--- src/logic/lpsc_pkg.sv ---
// package for the low-power stop/wait controller: states, timing counts, carriers
// assumes a single 200 MHz clock domain and an ahb-lite register port
package lpsc_pkg;

  // register byte addresses
  localparam logic [7:0] CTRL_OFFS = 8'h00;
  localparam logic [7:0] STAT_OFFS = 8'h04;
  localparam logic [7:0] SPAD_OFFS = 8'h08;

  // control register field positions
  localparam int CTRL_DELAY_BIT = 0;
  localparam int CTRL_WDOG_BIT = 1;
  localparam int CTRL_EXP_BIT = 2;

  // control register reset value: long delay selected, watchdog off, single chip
  localparam logic [2:0] CTRL_RST = 3'h1;

  // restart delays in clock cycles of the core clock
  localparam logic [11:0] LONG_DELAY = 12'hfe0; // 4064 cycles
  localparam logic [11:0] SHORT_DELAY = 12'h004; // 4 cycles

  // stack frame size subtracted from the stack pointer on the address bus
  localparam logic [15:0] STACK_ADJ = 16'h0008;

  // request edge filter depth
  localparam int SYNC_DEPTH = 3;

  // controller states
  typedef enum logic [2:0] {
    ST_RUN = 3'b000,
    ST_WAIT = 3'b001,
    ST_HALT = 3'b010,
    ST_DELAY = 3'b011,
    ST_RESUME = 3'b100
  } lpsc_state_e;

  // how execution continues after leaving a low-power state
  typedef enum logic [1:0] {
    RES_NONE = 2'b00,
    RES_NEXT = 2'b01,
    RES_STACK = 2'b10
  } lpsc_resume_e;

  // instruction request carrier from the core
  typedef struct packed {
    logic halt_op;
    logic wait_op;
    logic halt_dis;
    logic irq_mask;
    logic nmi_mask;
    logic [15:0] sp;
  } lpsc_core_s;

endpackage

--- src/logic/lpsc_ctrl.sv ---
// low-power stop/wait controller: halt and idle entry, wake-up, restart delay, pin hold
// assumes one 200 MHz clock, synchronous active-high reset, core strobes on the same clock
//
// Contract
// - halt with halt-disable clear enters the lowest power state
// - halt with halt-disable set acts as a no-operation
// - while halted every clock and the oscillator are stopped
// - halt ends only on reset, nonmaskable request, or unmasked maskable request
// - nonmaskable request wakes regardless of its mask flag
// - nonmaskable wake with mask clear starts with stacking then service
// - nonmaskable wake with mask set resumes after the halt, no service
// - reset always ends halt and restarts from the reset vector
// - internal oscillator wake waits 4064 cycles before resuming
// - restart delay select zero shortens the wake delay to four cycles
// - idle hold in expanded modes drives stack pointer minus 8 on address
// - steady-state outputs keep their entry level through the low-power period
// - idle hold stacks state, stops execution, oscillator runs, exits on interrupt
// - idle hold with interrupts masked and watchdog off stops the timers
//
// Local design decisions: the register addresses and the AHB-Lite slave port.
`timescale 1ns/10ps

module lpsc_ctrl (
  input wire logic clk, // core clock
  input wire logic rst, // synchronous reset, active high
  input wire lpsc_pkg::lpsc_core_s core_i, // instruction strobes and flags
  input wire logic nonmaskable_request_pin_n, // nonmaskable request pin, active low
  input wire logic irq_pin_n, // maskable request pin, active low
  input wire logic [7:0] ss_pins_i, // levels of the steady-state outputs
  input wire logic [31:0] haddr, // ahb address
  input wire logic [1:0] htrans, // ahb transfer type
  input wire logic hwrite, // ahb write
  input wire logic [2:0] hsize, // ahb size
  input wire logic [31:0] hwdata, // ahb write data
  input wire logic hsel, // ahb slave select
  input wire logic hready, // ahb bus ready
  output logic [31:0] hrdata, // ahb read data
  output logic hreadyout, // ahb slave ready
  output logic hresp, // ahb response, always okay
  output logic clk_run, // clock and oscillator enable
  output logic core_stall, // execution stopped
  output logic timer_run, // timer system enable
  output logic resume_next, // pulse: continue after the halt instruction
  output logic resume_stack, // pulse: start stacking and service sequence
  output logic resume_vector, // pulse: fetch the reset vector
  output logic nop_done, // pulse: halt treated as no-operation
  output logic stack_req, // pulse: stack machine state on idle entry
  output logic addr_oe, // address bus driven with stack address
  output logic [15:0] addr_o, // address during idle hold
  output logic [7:0] ss_pins_o // held steady-state output levels
);

  lpsc_pkg::lpsc_state_e state_r;
  logic [2:0] ctrl_r;
  logic [11:0] delay_cnt_r;
  logic [lpsc_pkg::SYNC_DEPTH-1:0] nmi_sync_r;
  logic [lpsc_pkg::SYNC_DEPTH-1:0] irq_sync_r;
  logic nmi_lvl_r;
  logic irq_lvl_r;
  logic wake_stack_r;
  logic ap_valid_r;
  logic ap_write_r;
  logic [7:0] ap_addr_r;
  logic nmi_act;
  logic irq_act;
  logic halt_go;
  logic [11:0] delay_seen_r; // cycles spent in the restart delay, checks only
  logic delay_long_r; // long delay chosen at wake-up, checks only

  // request pins: three-stage filter, level changes when stages two and three agree
  always_ff @(posedge clk) begin
    if (rst) begin
      nmi_sync_r <= '1;
      irq_sync_r <= '1;
    end else begin
      nmi_sync_r <= {nmi_sync_r[1:0], nonmaskable_request_pin_n};
      irq_sync_r <= {irq_sync_r[1:0], irq_pin_n};
    end
  end

  // filtered pin levels
  always_ff @(posedge clk) begin
    if (rst) begin
      nmi_lvl_r <= 1'b1;
      irq_lvl_r <= 1'b1;
    end else begin
      if (nmi_sync_r[1] == nmi_sync_r[2]) begin
        nmi_lvl_r <= nmi_sync_r[2];
      end
      if (irq_sync_r[1] == irq_sync_r[2]) begin
        irq_lvl_r <= irq_sync_r[2];
      end
    end
  end

  // wake conditions from the filtered requests
  assign nmi_act = !nmi_lvl_r;
  assign irq_act = !irq_lvl_r && !core_i.irq_mask;
  assign halt_go = core_i.halt_op && !core_i.halt_dis;

  // low-power state machine and resume path selection
  always_ff @(posedge clk) begin
    if (rst) begin
      state_r <= lpsc_pkg::ST_RUN;
      delay_cnt_r <= '0;
      wake_stack_r <= 1'b0;
    end else begin
      case (state_r)
        lpsc_pkg::ST_RUN: begin
          if (halt_go) begin
            state_r <= lpsc_pkg::ST_HALT;
          end else if (core_i.wait_op) begin
            state_r <= lpsc_pkg::ST_WAIT;
          end
        end
        lpsc_pkg::ST_WAIT: begin
          if (nmi_act && !core_i.nmi_mask) begin
            state_r <= lpsc_pkg::ST_RESUME;
            wake_stack_r <= 1'b1;
          end else if (irq_act) begin
            state_r <= lpsc_pkg::ST_RESUME;
            wake_stack_r <= 1'b1;
          end
        end
        lpsc_pkg::ST_HALT: begin
          if (nmi_act) begin
            state_r <= lpsc_pkg::ST_DELAY;
            wake_stack_r <= !core_i.nmi_mask;
            delay_cnt_r <= ctrl_r[lpsc_pkg::CTRL_DELAY_BIT] ? lpsc_pkg::LONG_DELAY
                                                            : lpsc_pkg::SHORT_DELAY;
          end else if (irq_act) begin
            state_r <= lpsc_pkg::ST_DELAY;
            wake_stack_r <= 1'b1;
            delay_cnt_r <= ctrl_r[lpsc_pkg::CTRL_DELAY_BIT] ? lpsc_pkg::LONG_DELAY
                                                            : lpsc_pkg::SHORT_DELAY;
          end
        end
        lpsc_pkg::ST_DELAY: begin
          delay_cnt_r <= delay_cnt_r - 12'h001;
          if (delay_cnt_r == 12'h001) begin
            state_r <= lpsc_pkg::ST_RESUME;
          end
        end
        default: begin
          state_r <= lpsc_pkg::ST_RUN;
          wake_stack_r <= 1'b0;
        end
      endcase
    end
  end

  // clock, stall and timer enables
  always_ff @(posedge clk) begin
    if (rst) begin
      clk_run <= 1'b1;
      core_stall <= 1'b0;
      timer_run <= 1'b1;
    end else begin
      clk_run <= !(state_r == lpsc_pkg::ST_HALT) && !(state_r == lpsc_pkg::ST_RUN && halt_go);
      core_stall <= (state_r != lpsc_pkg::ST_RUN) || halt_go || core_i.wait_op;
      timer_run <= !((state_r == lpsc_pkg::ST_WAIT) && core_i.irq_mask
                     && !ctrl_r[lpsc_pkg::CTRL_WDOG_BIT]) && (state_r != lpsc_pkg::ST_HALT);
    end
  end

  // one-cycle result pulses
  always_ff @(posedge clk) begin
    if (rst) begin
      resume_next <= 1'b0;
      resume_stack <= 1'b0;
      resume_vector <= 1'b1;
      nop_done <= 1'b0;
      stack_req <= 1'b0;
    end else begin
      resume_next <= (state_r == lpsc_pkg::ST_RESUME) && !wake_stack_r;
      resume_stack <= (state_r == lpsc_pkg::ST_RESUME) && wake_stack_r;
      resume_vector <= 1'b0;
      nop_done <= (state_r == lpsc_pkg::ST_RUN) && core_i.halt_op && core_i.halt_dis;
      stack_req <= (state_r == lpsc_pkg::ST_RUN) && !halt_go && core_i.wait_op;
    end
  end

  // idle-hold address output and steady-state pin hold
  always_ff @(posedge clk) begin
    if (rst) begin
      addr_oe <= 1'b0;
      addr_o <= '0;
      ss_pins_o <= '0;
    end else begin
      if (state_r == lpsc_pkg::ST_RUN) begin
        ss_pins_o <= ss_pins_i;
        if (core_i.wait_op && !halt_go) begin
          addr_o <= core_i.sp - lpsc_pkg::STACK_ADJ;
        end
      end
      addr_oe <= (state_r == lpsc_pkg::ST_WAIT) && ctrl_r[lpsc_pkg::CTRL_EXP_BIT];
    end
  end

  // ahb address phase capture
  always_ff @(posedge clk) begin
    if (rst) begin
      ap_valid_r <= 1'b0;
      ap_write_r <= 1'b0;
      ap_addr_r <= '0;
    end else if (hready) begin
      ap_valid_r <= hsel && htrans[1];
      ap_write_r <= hwrite;
      ap_addr_r <= haddr[7:0];
    end
  end

  // control register write
  always_ff @(posedge clk) begin
    if (rst) begin
      ctrl_r <= lpsc_pkg::CTRL_RST;
    end else if (ap_valid_r && ap_write_r && ap_addr_r == lpsc_pkg::CTRL_OFFS) begin
      ctrl_r <= hwdata[2:0];
    end
  end

  // read data, registered from the address phase
  always_ff @(posedge clk) begin
    if (rst) begin
      hrdata <= '0;
    end else if (hready && hsel && htrans[1] && !hwrite) begin
      if (haddr[7:0] == lpsc_pkg::CTRL_OFFS) begin
        hrdata <= {29'h0, ctrl_r};
      end else if (haddr[7:0] == lpsc_pkg::STAT_OFFS) begin
        hrdata <= {29'h0, state_r};
      end else if (haddr[7:0] == lpsc_pkg::SPAD_OFFS) begin
        hrdata <= {16'h0, addr_o};
      end else begin
        hrdata <= '0;
      end
    end
  end

  // zero wait-state slave, always okay
  always_ff @(posedge clk) begin
    if (rst) begin
      hreadyout <= 1'b1;
      hresp <= 1'b0;
    end else begin
      hreadyout <= 1'b1;
      hresp <= 1'b0;
    end
  end

  // check helper: count cycles spent in the restart delay
  always_ff @(posedge clk) begin
    if (rst || state_r != lpsc_pkg::ST_DELAY) begin
      delay_seen_r <= 12'h001;
    end else begin
      delay_seen_r <= delay_seen_r + 12'h001;
    end
  end

  // check helper: delay length selected at the moment of wake-up
  always_ff @(posedge clk) begin
    if (rst) begin
      delay_long_r <= 1'b0;
    end else if (state_r == lpsc_pkg::ST_HALT && (nmi_act || irq_act)) begin
      delay_long_r <= ctrl_r[lpsc_pkg::CTRL_DELAY_BIT];
    end
  end

  // checks
  halt_entry_a: assert property (@(posedge clk) disable iff (rst)
    (state_r == lpsc_pkg::ST_RUN && halt_go) |=> state_r == lpsc_pkg::ST_HALT)
    else $error("halt not entered");
  halt_nop_a: assert property (@(posedge clk) disable iff (rst)
    (state_r == lpsc_pkg::ST_RUN && core_i.halt_op && core_i.halt_dis) |=> nop_done)
    else $error("disabled halt not a nop");
  clk_stop_a: assert property (@(posedge clk) disable iff (rst)
    (state_r == lpsc_pkg::ST_HALT) |=> !clk_run)
    else $error("clock runs while halted");
  halt_hold_a: assert property (@(posedge clk) disable iff (rst)
    (state_r == lpsc_pkg::ST_HALT && !nmi_act && !irq_act) |=> state_r == lpsc_pkg::ST_HALT)
    else $error("halt left without cause");
  nmi_wake_a: assert property (@(posedge clk) disable iff (rst)
    (state_r == lpsc_pkg::ST_HALT && nmi_act) |=> state_r == lpsc_pkg::ST_DELAY)
    else $error("nonmaskable request ignored");
  short_delay_a: assert property (@(posedge clk) disable iff (rst)
    (state_r == lpsc_pkg::ST_HALT && nmi_act && !ctrl_r[lpsc_pkg::CTRL_DELAY_BIT])
    |=> ##5 resume_next || resume_stack)
    else $error("short delay wrong");
  nmi_path_a: assert property (@(posedge clk) disable iff (rst)
    (state_r == lpsc_pkg::ST_RESUME && !wake_stack_r) |=> resume_next && !resume_stack)
    else $error("wrong resume path");
  sp_addr_a: assert property (@(posedge clk) disable iff (rst)
    (state_r == lpsc_pkg::ST_RUN && core_i.wait_op && !halt_go)
    |=> addr_o == $past(core_i.sp) - lpsc_pkg::STACK_ADJ)
    else $error("idle address wrong");
  ss_hold_a: assert property (@(posedge clk) disable iff (rst)
    (state_r == lpsc_pkg::ST_HALT && $past(state_r) == lpsc_pkg::ST_HALT) |-> $stable(ss_pins_o))
    else $error("steady pins changed");
  halt_stall_a: assert property (@(posedge clk) disable iff (rst)
    (state_r == lpsc_pkg::ST_HALT)
    |=> core_stall && !timer_run)
    else $error("core or timers run while halted");
  nop_stays_a: assert property (@(posedge clk) disable iff (rst)
    (state_r == lpsc_pkg::ST_RUN && core_i.halt_op && core_i.halt_dis && !core_i.wait_op)
    |=> state_r == lpsc_pkg::ST_RUN)
    else $error("disabled halt left run");

  // restart delay length, oscillator restart and resume paths
  restart_len_a: assert property (@(posedge clk) disable iff (rst)
    (state_r == lpsc_pkg::ST_DELAY)
    |=> (state_r == lpsc_pkg::ST_RESUME) == ($past(delay_seen_r)
        == (delay_long_r ? lpsc_pkg::LONG_DELAY : lpsc_pkg::SHORT_DELAY)))
    else $error("restart delay length wrong");
  osc_restart_a: assert property (@(posedge clk) disable iff (rst)
    (state_r == lpsc_pkg::ST_DELAY)
    |=> clk_run)
    else $error("oscillator stopped during restart delay");
  irq_wake_a: assert property (@(posedge clk) disable iff (rst)
    (state_r == lpsc_pkg::ST_HALT && !nmi_act && irq_act)
    |=> state_r == lpsc_pkg::ST_DELAY && wake_stack_r)
    else $error("maskable wake path wrong");
  stack_path_a: assert property (@(posedge clk) disable iff (rst)
    (state_r == lpsc_pkg::ST_RESUME && wake_stack_r)
    |=> resume_stack && !resume_next)
    else $error("stacking path not taken");
  reset_vec_a: assert property (@(posedge clk) disable iff (rst)
    $fell(rst)
    |-> resume_vector ##1 !resume_vector)
    else $error("reset vector pulse wrong");

  // idle hold behaviour
  wait_hold_a: assert property (@(posedge clk) disable iff (rst)
    (state_r == lpsc_pkg::ST_WAIT && !(nmi_act && !core_i.nmi_mask) && !irq_act)
    |=> state_r == lpsc_pkg::ST_WAIT)
    else $error("idle hold left without cause");
  timer_off_a: assert property (@(posedge clk) disable iff (rst)
    (state_r == lpsc_pkg::ST_WAIT && core_i.irq_mask && !ctrl_r[lpsc_pkg::CTRL_WDOG_BIT])
    |=> !timer_run)
    else $error("timers run in masked idle hold");
  addr_drive_a: assert property (@(posedge clk) disable iff (rst)
    (state_r == lpsc_pkg::ST_WAIT && ctrl_r[lpsc_pkg::CTRL_EXP_BIT])
    |=> addr_oe)
    else $error("idle address not driven");

endmodule // lpsc_ctrl

--- config.mk ---
export PLATFORM = sky130hd
export DESIGN_NAME = lpsc_ctrl
export DESIGN_NICKNAME = d
export VERILOG_FILES = /design/src/logic/lpsc_pkg.sv /design/src/logic/lpsc_ctrl.sv
export SDC_FILE = /design/constraint.sdc
export NUM_CORES = 1
export LEC_CHECK = 0
export BUFFER_PORTS_ARGS = -buffer_cell sky130_fd_sc_hd__buf_4
export CAP_MARGIN = 0
export CELL_PAD_IN_SITES_DETAIL_PLACEMENT = 0
export CELL_PAD_IN_SITES_GLOBAL_PLACEMENT = 1
export CORE_MARGIN = 2
export CORE_UTILIZATION = 33
export CTS_CLUSTER_DIAMETER = 60
export DETAILED_ROUTE_END_ITERATION = 16
export PLACE_DENSITY = 0.78
export SLEW_MARGIN = 20
export SYNTH_ARGS = -nofsm -noshare
export SYNTH_HDL_FRONTEND = slang
export SYNTH_SLANG_ARGS = --single-unit
--- constraint.sdc ---
create_clock -name clk -period 2.05 [get_ports clk]
set_input_delay 0.41 -clock clk [delete_from_list [all_inputs] [get_ports clk]]
set_output_delay 0.41 -clock clk [all_outputs]
set_load 0.02 [all_outputs]
# After elaboration in Yosys (flattened, before gate mapping)
# Cells that the tools add are included.
# word_totals
wordCells	104
inputBits	105
regBits	102
out_inout_bits	67
# op_classes
mux	20
add_sub_neg	2
n_eq_ne	14
reduce_logical	45
# ops
operator	n
two-way mux 16 bit	3
two-way mux 12 bit	3
one-hot mux 12 bit (2 select lines)	1
logical AND 1 bit	22
two-way mux 3 bit	7
zero test 8 bit	2
subtractor 16 x 4 -> 16 bit (second input constant)	1
equality test 12 x 1 -> 1 bit (second input constant)	1
zero test 1 bit	12
one-hot mux 3 bit (4 select lines)	1
subtractor 12 x 1 -> 12 bit (second input constant)	1
!= test 3 bit (second input constant)	3
equality test 8 x 3 -> 1 bit (second input constant)	1
equality test 8 x 4 -> 1 bit (second input constant)	1
equality test 3 x 2 -> 1 bit (second input constant)	2
two-way mux 1 bit	4
AND reduction 2 bit	2
AND reduction 4 bit	1
equality test 3 x 1 -> 1 bit (second input constant)	1
equality test 3 bit (second input constant)	1
zero test 3 bit	1
!= test 3 x 2 -> 1 bit (second input constant)	1
one-hot mux 1 bit (3 select lines)	1
nonzero test 3 bit	1
5 further kinds	7

# Logic depth before layout (Yosys ltp)
# Gate-level depths: netlist of the first run.
# depth
ltp_word	5
ltp_mapped	6
mapped_depth_nobuf	6

# Worst setup path after synthesis of the first run
# OpenSTA, ideal clock, no wires.
# synth_path
path_type	input -> register
start	input port core_i[3] in the netlist's numbering
end	register addr_o[15]
setup_time_ns	0.088
slack_ns	0.381
arrival_time_ns	1.581
required_time_ns	1.962
path_stages	6
cell_sequence	inv_1 -> ha_1 -> nor2b_1 -> nand2_1 -> or4_1 -> a311oi_2
# synth_via
elab_chain_cells	1
# synth_lines
item	line_no	text
from (decl)	lpsc_ctrl.sv:26	input wire lpsc_pkg::lpsc_core_s core_i,
subtractor 16 x 4 -> 16 bit	lpsc_ctrl.sv:193	addr_o <= core_i.sp - lpsc_pkg::STACK_ADJ;
to (signal assigned)	lpsc_ctrl.sv:193	
to (decl)	lpsc_ctrl.sv:49	output logic [15:0] addr_o,
# No other way between the ends.
# A chain may end at the register's enable or synchronous reset.

# Worst setup path in the final report of the first run
# layout_path
start	register state_r[1]
end	register delay_cnt_r[4]
# layout_via
elab_chain_cells	3
# layout_lines
item	line_no	text
from (decl)	lpsc_ctrl.sv:53	lpsc_pkg::lpsc_state_e state_r;
from (signal assigned)	lpsc_ctrl.sv:104	state_r <= lpsc_pkg::ST_RUN;
from (signal assigned)	lpsc_ctrl.sv:111	state_r <= lpsc_pkg::ST_HALT;
from (signal assigned)	lpsc_ctrl.sv:113	state_r <= lpsc_pkg::ST_WAIT;
equality test 3 x 2 -> 1 bit	lpsc_ctrl.sv:108	case (state_r)
!= test 3 bit (no source line) / nonzero test 2 bit (equally long branches)	n/a	
AND reduction 2 bit (no source line)	n/a	
to (signal assigned)	lpsc_ctrl.sv:129	delay_cnt_r <= ctrl_r[lpsc_pkg::CTRL_DELAY_BIT] ? lpsc_pkg::LONG_DELAY
to (signal assigned)	lpsc_ctrl.sv:134	delay_cnt_r <= ctrl_r[lpsc_pkg::CTRL_DELAY_BIT] ? lpsc_pkg::LONG_DELAY
to (signal assigned)	lpsc_ctrl.sv:139	delay_cnt_r <= delay_cnt_r - 12'h001;
to (decl)	lpsc_ctrl.sv:55	logic [11:0] delay_cnt_r;
# Parallel ways exist; a longest one is shown, timed or not.

==> results of run 1 <==
==> kinds of logic (layout without fill, tap and decap cells) <==
kind of cell / count (synthesis) / after routing / share of synthesized area, %
compound gates: 87 / 87 / 15.6
xor+xnor: 8 / 8 / 1.87
fa+ha+maj: 3 / 3 / 1.00
buf+inv: 47 / 128 / 6.99
flops: 86 / 86 / 46.0
mux: 18 / 18 / 4.82
other cells: 2 / 18 / 0.201
simple gates: 165 / 165 / 23.5
==> cell usage after synthesis, types with 2 or more instances <==
master	count	area, um2
o21ai_0	10	50.1
nor3_1	8	40.0
nand3_1	7	35.0
clkbuf_1	16	60.1
a21o_1	2	15.0
buf_4	19	143
dfxtp_1	86	1720
conb_1	2	7.51
a311oi_1	2	17.5
a22oi_1	13	97.6
nor4_4	2	42.5
xnor2_1	2	17.5
nand2_1	32	120
buf_2	5	25.0
o21bai_1	2	15.0
or4_1	2	15.0
mux2i_1	18	180
o22ai_1	2	12.5
xor2_1	6	52.6
nor4_1	2	12.5
nand2b_1	5	31.3
o2bb2ai_1	3	26.3
nand4b_1	4	35.0
nor2b_1	8	50.1
o311ai_0	2	17.5
a31oi_1	7	43.8
a21oi_1	21	105
a211oi_1	11	82.6
a2111oi_0	2	17.5
inv_1	5	18.8
or3_1	4	25.0
nor3b_1	5	37.5
o211ai_1	3	22.5
nor2_1	59	221
or2_2	9	56.3
nand3b_1	5	37.5
nand4_1	3	18.8
ha_1	3	37.5
a21boi_0	2	15.0
==> sequential cells by signal, summed over array words and instances (netlist names), 3 cells and up <==
register / count
hrdata: 16
ss_pins_o: 8
nmi_sync_r: 3
delay_cnt_r: 12
irq_sync_r: 3
addr_o: 16
ap_addr_r: 8
state_r: 3
ctrl_r: 3
==> final timing paths <==
check | start | to | slack, ns
setup / recovery | state_r[1] | delay_cnt_r[4] | 0.28
hold reg to reg | irq_sync_r[0] | irq_sync_r[1] | 0.41
hold / removal | irq_pin_n | irq_sync_r[0] | 0.26
setup reg to reg | state_r[1] | delay_cnt_r[4] | 0.28
==> report_power, final <==
| part | switching (mW) | internal, mW | leakage [nW] |
|---|---|---|---|
| sequential | 0.0690 | 1.77 | 0.703 |
| clock | 0.623 | 0.842 | 0.135 |
| combinational | 0.381 | 0.290 | 1.17 |
| total | 1.07 | 2.90 | 2.01 |
==> layer usage <==
layer  wire [um]  share of wire [%]
met2        4280                 47
met1        4060                 45
met3         504                5.6
met5           0                  0
met4         174                1.9
==> area by class of cell <==
type,count,share of cell area [%]
repair buffers,108,17.0
clock buffers,11,5.03
inverters,5,0.389
flip-flops and latches,86,35.6
well taps,140,3.63
multi-input cells,299,37.8
clock inverters,4,0.492
==> results.yml, run 1 <==
status:
  status: "complete, no violations"
floorplan:
  initial_core_util_pct: 34.2
  num_io_pins: 172
  die_y_um: 110
  rows: 38
  die_area_um2: 12200
  core_um2: 10900
  die_w_um: 110
drt:
  first_iter_violations: 127
  first_pass_iters: 4
  vias: 3194
  wl_per_cell_um: 13.8
  ant_nets: 0
  drc: 0
  drt-vias-per-instance: 4.89
  wl_um: 9010
finish:
  multi_input_area_um2: 1820
  nets: 617
  diodes: 0
  nFillCells: 1089
  fin_area_um2: 4830
  drive_gt1_share_pct: 27.5
  fin_cells: 653
  seqCellArea_um2: 1720
  final_cell_mix: "107 x buf_4, 86 x dfxtp_1, 59 x nor2_1, 32 x nand2_1, 21 x a21oi_1"
  fin_util_pct: 44.2
  final_common_cell: "buf_4"
  area_delta_synth_final_pct: 29.1
setup_path:
  critical-path-slowest-cell: "dfxtp_1"
  cp_num_buf_inv: 0
  max_stage_delay_ns: 0.57
  path_depth: 4
  critPathLaunchType: "flip-flop"
  path_class: "reg -> reg"
  rr_worst_depth: 4
  crit_fanout: 13
  crit_family: "simple AND/OR/NAND/NOR gates"
  crit_chain: "and3b_1, nand2_1, or4_1, a21oi_1"
  crit_arrival_ns: 2.03
  required_ns: 2.31
  worstSetupEndpointType: "flip-flop"
place:
  io_buffer_count: 96
  placed_cell_area_um2: 4560
  dp_slack_ns: 0.189
  gp_congestion: 0.767
  dp_hpwl_um: 6540
  placed_cells: 638
yosys:
  synth_seq_cells: 86
  synth_cells: 416
  ys_seq_area_share_pct: 46.0
  synth-edff-count: 0
  synthArstFlopShare_pct: 0
  yosysUniqueCellTypes: 56
  syn_avg_cell_area_um2: 8.99
  synth_flop_cell: "dfxtp_1"
  ys_warn_count: 0
  netlist_area_um2: 3740
global_route:
  antenna_found_initial: 0
  grt_util_met2_pct: 23.7
  grt_pass1_wl_um: 14700
  grt_pass1_vias: 3034
  overflow: 0
  grt_max_degree: 58
  grt.total_usage_pct: 14.8
  top_usage_layer: "met2"
  grt_util_met3_pct: 4.67
  grt.met1_usage_pct: 18.1
sta:
  fin_crit_ns: 1.77
  relSlewSlack_pct: 36.8
  fmax_mhz: 564
  fin_ws_ns: 0.277
  finalHoldViolCount: 0
  rsz0062_at_grt: "false"
  worst_pin_slew_ns: 0.941
  fin_skew_ns: 0.00507
  holdWs_ns: 0.255
  fin_crit_sh_pct: 86.5
  finalSetupViolations: 0
  slew_violations: 0
  fin_tns_setup_ns: 0
clock_tree:
  cts_setup_buffers: 0
  cts_tree: "done"
  root_buffer: "clkbuf_16"
  htree_num_levels: 3
  cts_buffer_depth: 2
  clkLatencyLatePin_ns: 0.34
  cts.sinks: 86
  path_clk_slew_ns: 0.06
  cts_buffers: 9
  holdBufCountCts: 0
  cts-resized-gates: 0
job:
  timing.max_cap.violations: 0
hold_path:
  worstHoldPathCells: 2
  min_path_type: "in -> reg"
pwr:
  power.leakage_nw: 2.01
  peakVddDrop_uv: 375
  powerDensity_nw_per_um2: 822
  p_total_mw: 3.97
Note: power is estimated with default switching activity, not from simulation.
==> run 2, diff against run 1 <==
Settings changed: ABC_AREA set to 1, CELL_PAD_IN_SITES_DETAIL_PLACEMENT 0 to not set, CELL_PAD_IN_SITES_GLOBAL_PLACEMENT 1 to not set, CORE_UTILIZATION 33 to 47.
==> results.yml, run 2 <==
pwr:
  pwr-share-clk_pct: 20.6
  powerDensity_nw_per_um2: 1060
  power.leakage_nw: 2.30
  power.switching_mw: 2.01
  internal_power_mw: 3.11
  p_comb_share_pct: 37.2
  p_seq_share_pct: 42.2
  sw_frac_of_total_pct: 39.2
  peakVddDrop_uv: 542
yosys:
  synth_seq_cells: 86
  ys_warn_count: 0
  synthArstFlopShare_pct: 0
  yosysUniqueCellTypes: 32
  synth_cells: 555
  netlist_area_um2: 3920
  synth-edff-count: 0
  ys_seq_area_share_pct: 44.0
  syn_avg_cell_area_um2: 7.05
  yosysTopAreaCellShare_pct: 44.0
  synthTopCellsByArea: "dfxtp_1 44%, nand2_1 8.3%, nor2_1 8.3%, o21ai_0 7.9%, nand3_1 6.0%"
  yosys-top-cells-count: "87 x nand2_1, 87 x nor2_1, 86 x dfxtp_1, 62 x o21ai_0, 61 x inv_1"
  synth_flop_cell: "dfxtp_1"
  synth.largest_area_cell: "dfxtp_1"
global_route:
  top_usage_layer: "met2"
  antenna_found_initial: 0
  grt.met1_usage_pct: 24.2
  grt.total_usage_pct: 21.3
  grt_util_met3_pct: 5.14
  grt_pass1_vias: 3558
  grt_pass1_wl_um: 15300
  overflow: 0
  grt_util_met2_pct: 38.4
  grt_max_degree: 40
place:
  io_buffer_count: 96
  dp_hpwl_um: 6870
  placed_cells: 743
  gp_congestion: 0.906
  dp_slack_ns: 0.413
sta:
  fin_skew_ns: 0.00891
  worst_pin_slew_ns: 0.526
  rsz0062_at_grt: "false"
  relSlewSlack_pct: 64.7
  fin_ws_ns: 0.420
  finalSetupViolations: 0
  slew_violations: 0
  fin_crit_sh_pct: 79.5
  fin_tns_setup_ns: 0
  fin_crit_ns: 1.63
  holdWs_ns: 0.241
  finalHoldViolCount: 0
  fmax_mhz: 614
drt:
  first_pass_iters: 4
  wl_per_cell_um: 12.0
  drt-vias-per-instance: 5.01
  first_iter_violations: 191
  ant_nets: 0
  drc: 0
  vias: 3806
  wl_um: 9140
setup_path:
  required_ns: 2.28
  critPathLaunchType: "flip-flop"
  crit_fanout: 6
  worstSetupEndpointType: "flip-flop"
  cpMostUsedCell: "nor2_1"
  crit_arrival_ns: 1.86
  critical-path-slowest-cell: "dfxtp_1"
  max_stage_delay_ns: 0.47
  path_class: "reg -> reg"
  crit_chain: "inv_2, nor2_1, nor2_1, nand2_1, o21ai_0, nor2_1, nor2_1"
status:
  status: "complete, no violations"
clock_tree:
  clkLatencyLatePin_ns: 0.35
  cts_buffer_depth: 2
  holdBufCountCts: 0
  cts-resized-gates: 0
  cts.sinks: 86
  cts_setup_buffers: 0
  root_buffer: "clkbuf_8"
  cts_tree: "done"
  htree_num_levels: 3
  cts_buffers: 9
  path_clk_slew_ns: 0.09
finish:
  nets: 757
  final_common_cell: "buf_4"
  diodes: 0
  area_delta_synth_final_pct: 23.6
  final_cell_mix: "100 x buf_4, 87 x nor2_1, 87 x nand2_1, 86 x dfxtp_1, 62 x o21ai_0"
  drive_gt1_share_pct: 20.8
  reg_top3: "addr_o x16, hrdata x16, delay_cnt_r x12"
  fin_cells: 759
floorplan:
  die_y_um: 95.3
  die_w_um: 95.3
  initial_core_util_pct: 48.1
  die_area_um2: 9080
  core_um2: 8130
  rows: 33
  num_io_pins: 172
hold_path:
  min_path_type: "in -> reg"
job:
  timing.max_cap.violations: 0
## run 2: path summary, 6_finish.rpt
kind | startpoint | endpoint | slack (ns) | cells past startpoint
max | state_r[1] | delay_cnt_r[5] | 0.42 | 7
min reg2reg | wake_stack_r | resume_next | 0.42 | 1
min | nonmaskable_request_pin_n | nmi_sync_r[0] | 0.24 | 2
max reg2reg | state_r[1] | delay_cnt_r[5] | 0.42 | 7
## run 2: logic make-up after synthesis
group	count (synthesis)	share of synthesized area [%]
XOR/XNOR	6	1.34
flip-flops	86	44.0
other	2	0.192
buffers and inverters	100	11.8
AND/OR/NAND/NOR	247	27.3
adder cells (fa/ha/maj)	3	0.959
AO/OA/AOI/OAI	111	14.5
## run 2: critical path: cells and delay by family (launching register included)
kind	cells	cell delay, ns
compound gates	1	0.13
buf+inv	1	0.11
flops	1	0.47
simple gates	5	0.81
## run 2: layout make-up
cell class	instances	area, um2
clock buffers	9	124
well taps	105	131
repair buffers	101	771
flip-flops and latches	86	1720
fillers	773	3290
multi-input cells	385	1790
inverters	66	250
clock inverters	7	48.8
## run 2: power by group through the flow
stage | registers, mW | logic [mW] | clock network, mW
final | 2.16 | 1.91 | 1.06
after floorplan | 2.41 | 1.08 | 0
after detailed placement | 2.19 | 1.90 | 0
after CTS | 2.16 | 1.91 | 1.08
after global placement | 2.19 | 1.85 | 0
after global routing | 2.19 | 2.16 | 1.15
## run 2: metal layers
layer  part of all wire [%]  wire (um)
met2                     48       4420
met3                    7.0        643
met4                    1.8        165
met5                      0          0
met1                     43       3910
## run 2: through the flow
stage,instance area (um2),total power [mW],utilization (%)
finish,4840,5.12,59.5
global route,4840,5.50,59.5
CTS,4840,5.15,59.5
floorplan,3980,3.49,-
detailed placement,4670,4.10,57.4
global placement,4670,4.04,57.4
